## config.mk

```make
export PLATFORM = sky130hd
export DESIGN_NAME = pasd_top
export DESIGN_NICKNAME = d
export VERILOG_FILES = /design/src/design/pasd_pkg.sv /design/src/design/pasd_top.sv /design/src/design/pasd_sync.sv
export SDC_FILE = /design/constraint.sdc
export NUM_CORES = 1
export LEC_CHECK = 0
export BUFFER_PORTS_ARGS = -buffer_cell sky130_fd_sc_hd__buf_2
export CAP_MARGIN = 25
export CORE_ASPECT_RATIO = 0.75
export CORE_MARGIN = 2
export CORE_UTILIZATION = 29
export DETAILED_ROUTE_END_ITERATION = 6
export PLACE_DENSITY = 0.55
export RECOVER_POWER = 50
export SLEW_MARGIN = 20
export SYNTH_ARGS = -nofsm -noshare
export SYNTH_HDL_FRONTEND = slang
export SYNTH_HIERARCHICAL = 1
export SYNTH_SLANG_ARGS = --single-unit
```

## constraint.sdc

```tcl
create_clock -name pclk -period 2.7 [get_ports pclk]
set_clock_uncertainty 0.15 [all_clocks]
set_input_delay 0.135 -clock pclk [delete_from_list [all_inputs] [get_ports pclk]]
set_output_delay 0.135 -clock pclk [all_outputs]
set_load 0.02 [all_outputs]
```

## src/design/pasd_pkg.sv

```systemverilog
package pasd_pkg;
    // ------------------------------------------------------------
    // bus geometry
    // ------------------------------------------------------------
    localparam int ADDR_W = 8;
    localparam int DATA_W = 32;
    localparam int REG_W = 8;
    typedef logic [ADDR_W-1:0] pasd_addr_t;
    typedef logic [DATA_W-1:0] pasd_data_t;
    typedef logic [REG_W-1:0] pasd_reg_t;

    // ------------------------------------------------------------
    // register offsets
    // ------------------------------------------------------------
    localparam pasd_addr_t ADDR_CTRL = 8'h00;
    localparam pasd_addr_t ADDR_RESTART = 8'h04;
    localparam pasd_addr_t ADDR_STATUS = 8'h08;

    // ------------------------------------------------------------
    // control register fields and reset
    // ------------------------------------------------------------
    localparam int FLAG_BIT = 7;
    localparam int SRC_HI = 6;
    localparam int SRC_LO = 4;
    localparam int AC_HI = 3;
    localparam int AC_LO = 2;
    localparam int BD_HI = 1;
    localparam int BD_LO = 0;
    localparam int RESTART_BIT = 7;
    localparam pasd_reg_t CTRL_RST = 8'h00;
    localparam pasd_reg_t RESTART_RST = 8'h00;

    // ------------------------------------------------------------
    // status register fields
    // ------------------------------------------------------------
    localparam int ST_FAULT_BIT = 0;
    localparam int ST_CMP1_BIT = 1;
    localparam int ST_CMP2_BIT = 2;
    localparam int ST_TRIP_BIT = 3;

    // ------------------------------------------------------------
    // source select codes and pair shutdown states
    // ------------------------------------------------------------
    typedef logic [2:0] pasd_src_t;
    localparam pasd_src_t SRC_OFF = 3'h0;
    localparam pasd_src_t SRC_C1 = 3'h1;
    localparam pasd_src_t SRC_C2 = 3'h2;
    localparam pasd_src_t SRC_C1_C2 = 3'h3;
    localparam pasd_src_t SRC_FLT = 3'h4;
    localparam pasd_src_t SRC_FLT_C1 = 3'h5;
    localparam pasd_src_t SRC_FLT_C2 = 3'h6;
    localparam pasd_src_t SRC_ALL = 3'h7;
    typedef logic [1:0] pasd_pair_t;
    localparam pasd_pair_t PAIR_LOW = 2'h0;
    localparam pasd_pair_t PAIR_HIGH = 2'h1;
    localparam int PAIR_TRI_BIT = 1;

    // ------------------------------------------------------------
    // synchroniser idle levels
    // ------------------------------------------------------------
    localparam logic FAULT_IDLE = 1'b1;
    localparam logic CMP_IDLE = 1'b0;
endpackage

```

## src/design/pasd_top.sv

```systemverilog
`timescale 1ns/1ps
// How it works
// - source select 000 ignores every source; shutdown never starts
// - code 001 trips when comparator one is high
// - code 010 trips when comparator two is high
// - code 011 trips when either comparator is high
// - code 100 trips when the fault input is low
// - code 101 trips on fault low or comparator one high
// - code 110 trips on fault low or comparator two high
// - code 111 trips on fault low or either comparator high
// - with auto restart on, flag clears itself once the trip is gone
module pasd_top (
    input wire logic pclk,
    input wire logic presetn,
    input wire logic psel,
    input wire logic penable,
    input wire logic pwrite,
    input wire pasd_pkg::pasd_addr_t paddr,
    input wire pasd_pkg::pasd_data_t pwdata,
    output pasd_pkg::pasd_data_t prdata,
    output logic pready,
    output logic pslverr,
    input wire logic fault_input,
    input wire logic comparator_one,
    input wire logic comparator_two,
    input wire logic pwm_in_a,
    input wire logic pwm_in_b,
    input wire logic pwm_in_c,
    input wire logic pwm_in_d,
    output logic pwm_out_a,
    output logic pwm_out_b,
    output logic pwm_out_c,
    output logic pwm_out_d,
    output logic pwm_oe_a,
    output logic pwm_oe_b,
    output logic pwm_oe_c,
    output logic pwm_oe_d,
    output logic shutdown_event_flag
);
    import pasd_pkg::*;

    // ------------------------------------------------------------
    // decode helpers
    // ------------------------------------------------------------
    function automatic logic src_trip(input pasd_src_t sel,
                                      input logic flt_low,
                                      input logic c1,
                                      input logic c2);
        logic t;
        t = 1'b0;
        unique case (sel)
            SRC_OFF: t = 1'b0;
            SRC_C1: t = c1;
            SRC_C2: t = c2;
            SRC_C1_C2: t = c1 | c2;
            SRC_FLT: t = flt_low;
            SRC_FLT_C1: t = flt_low | c1;
            SRC_FLT_C2: t = flt_low | c2;
            SRC_ALL: t = flt_low | c1 | c2;
        endcase
        return t;
    endfunction

    // returns {oe, level} for one pin
    function automatic logic [1:0] pin_drive(input logic shut,
                                             input pasd_pair_t st,
                                             input logic pwm);
        logic [1:0] r;
        r = {1'b1, pwm};
        if (shut) begin
            if (st[PAIR_TRI_BIT]) begin
                r = 2'b00;
            end else if (st == PAIR_HIGH) begin
                r = 2'b11;
            end else begin
                r = 2'b10;
            end
        end
        return r;
    endfunction

    // ------------------------------------------------------------
    // input synchronisers
    // ------------------------------------------------------------
    localparam int N_IN = 3;
    localparam logic [N_IN-1:0] IN_IDLE = {CMP_IDLE, CMP_IDLE, FAULT_IDLE};
    logic [N_IN-1:0] raw_in;
    logic [N_IN-1:0] sync_in;
    assign raw_in = {comparator_two, comparator_one, fault_input};

    genvar gi;
    generate
        for (gi = 0; gi < N_IN; gi++) begin : g_sync
            pasd_sync #(.RST_VAL(IN_IDLE[gi])) u_sync (
                .pclk(pclk),
                .presetn(presetn),
                .async_in(raw_in[gi]),
                .level_out(sync_in[gi])
            );
        end
    endgenerate

    logic fault_s;
    logic cmp1_s;
    logic cmp2_s;
    assign fault_s = sync_in[ST_FAULT_BIT];
    assign cmp1_s = sync_in[ST_CMP1_BIT];
    assign cmp2_s = sync_in[ST_CMP2_BIT];

    // ------------------------------------------------------------
    // apb slave
    // ------------------------------------------------------------
    logic pready_ff;
    logic pslverr_ff;
    pasd_data_t prdata_ff;
    logic access;
    logic wr_done;
    logic hit;
    pasd_data_t rd_word;
    logic flag_ff;
    pasd_src_t src_ff;
    pasd_pair_t ac_ff;
    pasd_pair_t bd_ff;
    logic restart_ff;
    logic trip;

    assign access = psel & penable;
    assign wr_done = access & pready_ff & pwrite;

    always_comb begin
        rd_word = '0;
        hit = 1'b1;
        unique case (paddr)
            ADDR_CTRL: begin
                rd_word[FLAG_BIT] = flag_ff;
                rd_word[SRC_HI:SRC_LO] = src_ff;
                rd_word[AC_HI:AC_LO] = ac_ff;
                rd_word[BD_HI:BD_LO] = bd_ff;
            end
            ADDR_RESTART: begin
                rd_word[RESTART_BIT] = restart_ff;
            end
            ADDR_STATUS: begin
                rd_word[ST_FAULT_BIT] = fault_s;
                rd_word[ST_CMP1_BIT] = cmp1_s;
                rd_word[ST_CMP2_BIT] = cmp2_s;
                rd_word[ST_TRIP_BIT] = trip;
            end
            default: begin
                hit = 1'b0;
            end
        endcase
    end

    // one wait state: pready rises on the second access cycle
    always_ff @(posedge pclk or negedge presetn) begin
        if (!presetn) begin
            pready_ff <= 1'b0;
            pslverr_ff <= 1'b0;
            prdata_ff <= '0;
        end else begin
            pready_ff <= access & ~pready_ff;
            pslverr_ff <= access & ~pready_ff &
                          (~hit | (pwrite & (paddr == ADDR_STATUS)));
            if (access & ~pready_ff & ~pwrite) begin
                prdata_ff <= rd_word;
            end else begin
                prdata_ff <= '0;
            end
        end
    end

    // ------------------------------------------------------------
    // control registers
    // ------------------------------------------------------------
    logic wr_ctrl;
    logic wr_restart;
    assign wr_ctrl = wr_done & (paddr == ADDR_CTRL);
    assign wr_restart = wr_done & (paddr == ADDR_RESTART);

    always_ff @(posedge pclk or negedge presetn) begin
        if (!presetn) begin
            src_ff <= CTRL_RST[SRC_HI:SRC_LO];
            ac_ff <= CTRL_RST[AC_HI:AC_LO];
            bd_ff <= CTRL_RST[BD_HI:BD_LO];
        end else if (wr_ctrl) begin
            src_ff <= pwdata[SRC_HI:SRC_LO];
            ac_ff <= pwdata[AC_HI:AC_LO];
            bd_ff <= pwdata[BD_HI:BD_LO];
        end
    end

    always_ff @(posedge pclk or negedge presetn) begin
        if (!presetn) begin
            restart_ff <= RESTART_RST[RESTART_BIT];
        end else if (wr_restart) begin
            restart_ff <= pwdata[RESTART_BIT];
        end
    end

    // ------------------------------------------------------------
    // shutdown event flag
    // ------------------------------------------------------------
    logic sw_clr;
    logic auto_clr;
    logic nxt_flag;
    assign trip = src_trip(src_ff, ~fault_s, cmp1_s, cmp2_s);
    assign sw_clr = wr_ctrl & ~pwdata[FLAG_BIT];
    assign auto_clr = restart_ff & ~trip;
    // a trip in the clearing cycle wins
    assign nxt_flag = trip | (flag_ff & ~sw_clr & ~auto_clr);

    always_ff @(posedge pclk or negedge presetn) begin
        if (!presetn) begin
            flag_ff <= CTRL_RST[FLAG_BIT];
        end else begin
            flag_ff <= nxt_flag;
        end
    end

    // ------------------------------------------------------------
    // output override
    // ------------------------------------------------------------
    logic [1:0] drv_a;
    logic [1:0] drv_b;
    logic [1:0] drv_c;
    logic [1:0] drv_d;
    assign drv_a = pin_drive(nxt_flag, ac_ff, pwm_in_a);
    assign drv_c = pin_drive(nxt_flag, ac_ff, pwm_in_c);
    assign drv_b = pin_drive(nxt_flag, bd_ff, pwm_in_b);
    assign drv_d = pin_drive(nxt_flag, bd_ff, pwm_in_d);

    always_ff @(posedge pclk or negedge presetn) begin
        if (!presetn) begin
            {pwm_oe_a, pwm_out_a} <= 2'b10;
            {pwm_oe_b, pwm_out_b} <= 2'b10;
            {pwm_oe_c, pwm_out_c} <= 2'b10;
            {pwm_oe_d, pwm_out_d} <= 2'b10;
        end else begin
            {pwm_oe_a, pwm_out_a} <= drv_a;
            {pwm_oe_b, pwm_out_b} <= drv_b;
            {pwm_oe_c, pwm_out_c} <= drv_c;
            {pwm_oe_d, pwm_out_d} <= drv_d;
        end
    end

    assign prdata = prdata_ff;
    assign pready = pready_ff;
    assign pslverr = pslverr_ff;
    assign shutdown_event_flag = flag_ff;
endmodule

```

## src/design/pasd_sync.sv

```systemverilog
`timescale 1ns/1ps
module pasd_sync #(
    parameter logic RST_VAL = 1'b0
) (
    input wire logic pclk,
    input wire logic presetn,
    input wire logic async_in,
    output logic level_out
);
    // ------------------------------------------------------------
    // three stage capture, accept change when stages two and three agree
    // ------------------------------------------------------------
    logic s1_ff;
    logic s2_ff;
    logic s3_ff;
    logic level_ff;

    always_ff @(posedge pclk or negedge presetn) begin
        if (!presetn) begin
            s1_ff <= RST_VAL;
            s2_ff <= RST_VAL;
            s3_ff <= RST_VAL;
        end else begin
            s1_ff <= async_in;
            s2_ff <= s1_ff;
            s3_ff <= s2_ff;
        end
    end

    always_ff @(posedge pclk or negedge presetn) begin
        if (!presetn) begin
            level_ff <= RST_VAL;
        end else if (s2_ff == s3_ff) begin
            level_ff <= s3_ff;
        end
    end

    assign level_out = level_ff;
endmodule

```

==> flow_results.org <==
** Status
- The run finished with clean final reports.

** Worst setup path
- Setup Crit Path Kind :: register to register
- For the worst setup path, the data required time is 2.71 ns.
- Type of element capturing the critical path :: register
- In this run the worst path has a maximum fanout of 7.
- For the worst setup path, the data arrival time is 1.98 ns.
- Startpoint type of the worst setup path :: register

** Yosys
- Sequential elements use 59.6% of the synthesized area.
- The Yosys step of the flow raised 6 warnings.
- Synth unique cells :: 27
- A synthesized cell averages 12.8 µm².
- Of the post-synthesis cell area, the dominant cell type holds 49.6%.
- By area the synthesized netlist is led by dfrtp_1 (50%), buf_4 (12%), dfstp_2 (10%), mux2_2 (8.6%), mux2i_1 (2.6%).
- Synthesis handed over a netlist of 122 instances.
- Of all cell types, the one taking the most synthesized area is dfrtp_1.
- Synthesis-stage register bit count :: 37
- The synthesized netlist occupies a cell area of 0.00157 mm².

** Drt
- Average wire per cell in the routed design :: 10.8 µm
- Wire length after detailed routing :: 2.86 mm
- DR iter-0 viols :: 12
- Dividing the detail-routed via count by the number of cells gives 3.88.
- Post-route ant nets :: 0
- The first TritonRoute pass finished after 4 iterations.
- Post-detailed-route DRC marker count :: 0
- Total vias in the final route :: 1,025

** Placement
- Total placed instance area :: 0.00178 mm²
- Post-detail-place hpwl :: 2.00 mm
- The congestion estimate from routability-driven global placement came to 0.681.
- Placed cell count :: 239
- In this run the tool buffered the top-level ports with 46 buffer cells.

** Min path
- Worst min path class :: input port to register

** Floorplan
- The die covers 0.00601 mm².
- Standard cell core area :: 0.00527 mm²
- Number of top-level pins :: 95
- After floorplanning, the core was divided into 23 placement rows.
- Chip width :: 88.8 µm
- Initial core utilization :: 29.7%
- Measured along the y axis, the die boundary spans 67.6 µm.

** Clocking
- TritonCTS clock tree :: yes
- The number of hold buffers added after CTS was 17.
- No sink is reached through more buffers than the 2 on the longest clock path.
- TritonCTS Buffers :: 5
- CTS Sinks :: 37
- Clock latency on the worst-skew pair, taken at its later pin, is 0.28 ns.
- Post-CTS repair changed the size of 0 cells.
- The H-tree was split into 2 levels.
- Cell chosen for the clock root :: clkbuf_8
- Buffers added to address setup during post-CTS repair amount to 0.
- Clock Pin Slew Worst Setup and Hold Paths :: 0.07 ns

** GRT
- Antenna violations before repair :: 0
- The first global-routing pass estimated 4.62 mm of wire.
- Entering global routing, the biggest net connects 38 pins.
- The number of global-route vias before repair came to 999.
- Overall track demand over capacity in global routing :: 10.5%
- After global routing the overflow that remains totals 0.

** STA
- In this run the tightest slew margin relative to its limit is 44.6%.
- Setup violations remaining at the end of the flow were counted as 0.
- The worst path uses 72.8% of the clock period.
- The number of pins exceeding their max-slew limit in the final report is 0.
- The clock period could shrink to 1.96 ns.
- For the pin with the worst max-slew slack, the measured transition is 0.831 ns.
- Total Neg Setup Slack :: 0 ns
- RSZ-0062 raised after global routing :: no
- Max Fclk :: 509 MHz
- The hold violation total from the final report is 0.

** Pwr
- Net switching share of the total power :: 22.9%
- Per report_power, the clock group accounts for 39.3% of the total.
- IR analysis of the VDD net gives a maximum drop of 303 µV.
- Per report_power, the sequential group accounts for 50.3% of the total.
- Power density over cell area :: 574 mW/mm²
- In this run the power spent charging and discharging nets is 266 µW.
- Internal power of the cells :: 895 µW
- In this run the static leakage power is 0.000968 µW.
- Relative contribution of combinational cells to total power :: 10.4%

** Layout
- The net count of the finished layout is 240.
- Most common cell after layout, fill and taps aside :: dfrtp_1
- FILL cells :: 526
- Area added between synthesis and finish :: 29.3%
- Most used cells in the layout excluding fill and tap cells :: dfrtp_1 (31), buf_2 (26), conb_1 (24)
- Layout Cells excl Fill :: 264
- In the final layout, the share of cells above drive strength 1 is 28.6%.
- Final std cell area, no fill :: 0.00202 mm²
- Diode insertion count for antenna repair :: 0

** Flow run
- Maxcap violations :: 0
power groups by stage:
stage	combinational, µW	clock, µW	sequential (µW)
floorplan	83.7	0	601
global placement	106	0	595
finish	121	456	584
detailed placement	106	0	595
CTS	125	474	585
global route	136	503	586
path summary, 6_finish.rpt:
check	start	end	slack (ns)	depth (start not counted)
max	g_sync[0].u_sync/level_out$_DFFE_PN1N_	pwm_out_a$_DFF_PN0_	0.74	4
min	penable	pready$_DFF_PN0_	0.005	3
max reg2reg	g_sync[0].u_sync/level_out$_DFFE_PN1N_	pwm_out_a$_DFF_PN0_	0.74	4
min reg2reg	g_sync[2].u_sync/s1_ff$_DFF_PN0_	g_sync[2].u_sync/s2_ff$_DFF_PN0_	0.20	0
max in group asynchronous	presetn	pwm_out_a$_DFF_PN0_	1.54	2
min in group asynchronous	presetn	bd_ff[0]$_DFFE_PN0P_	0.33	2
synth_stat cells (all sizes together):
cell type	count
dfrtp	31
buf	26
mux2	12
nor2	10
dfstp	6
inv	5
mux2i	4
nand2	4
maj3	3
nand3b	3
nor2b	2
nor3	2
o21ai	2
a211oi	1
a21oi	1
a222oi	1
clkbuf	1
conb	1
nand2b	1
nand3	1
nand4	1
nor4	1
or2	1
or3	1
or4	1
cells by family after synthesis:
family          count (synthesis)  synth area share [%]
compound gates                  5                  2.32
fa+ha+maj                       3                  2.16
buf+inv                        32                  13.9
other cells                     1                 0.240
simple gates                   28                  10.6
flops                          37                  59.6
mux                            16                  11.2
critical path, stage by stage, from the launching register on:
cell and delay [ns]:
dfstp_1 0.57, inv_1 0.05, a222oi_1 0.52, o21ai_2 0.23, mux2_2 0.32
per-stage QoR:
step                hold WS [ns]  util, %  setup WS (ns)  power (µW)
floorplan                 -0.311        -           1.01         685
global placement          0.0909     33.7          0.766         700
detailed placement        0.0915     33.7          0.760         701
CTS                    0.0000875     39.0          0.739        1180
global route              0.0277     38.4          0.568        1230
finish                   0.00475     38.4          0.735        1160
per-layer routing:
metal	vias up	GRT usage (%)	part of all wire, %
li1	488	-	-
met1	494	13.5	46
met2	40	16.2	47
met3	3	3.79	6.0
met4	0	3.98	0.77
met5	-	0	0
state kept, by name, summed over array words and instances, names as in the netlist:
signal / count
prdata: 8
g_sync.u_sync/level_out: 3
g_sync.u_sync/s1_ff: 3
g_sync.u_sync/s2_ff: 3
g_sync.u_sync/s3_ff: 3
src_ff: 3
ac_ff: 2
bd_ff: 2
pready: 1
pslverr: 1
pwm_oe_a: 1
pwm_oe_b: 1
pwm_out_a: 1
pwm_out_b: 1
pwm_out_c: 1
pwm_out_d: 1
restart_ff: 1
shutdown_event_flag: 1
final cells by class:
cell class | count | area [µm²] | share of cell area, %
sequential | 37 | 933 | 46.1
tap | 75 | 93.8 | 4.64
multi-input combinational | 76 | 494 | 24.4
timing repair buffer | 63 | 375 | 18.6
clock buffer | 6 | 72.6 | 3.59
clock inverter | 2 | 35.0 | 1.73
inverter | 5 | 18.8 | 0.928
No activity file was read; power rests on OpenSTA's default activity.
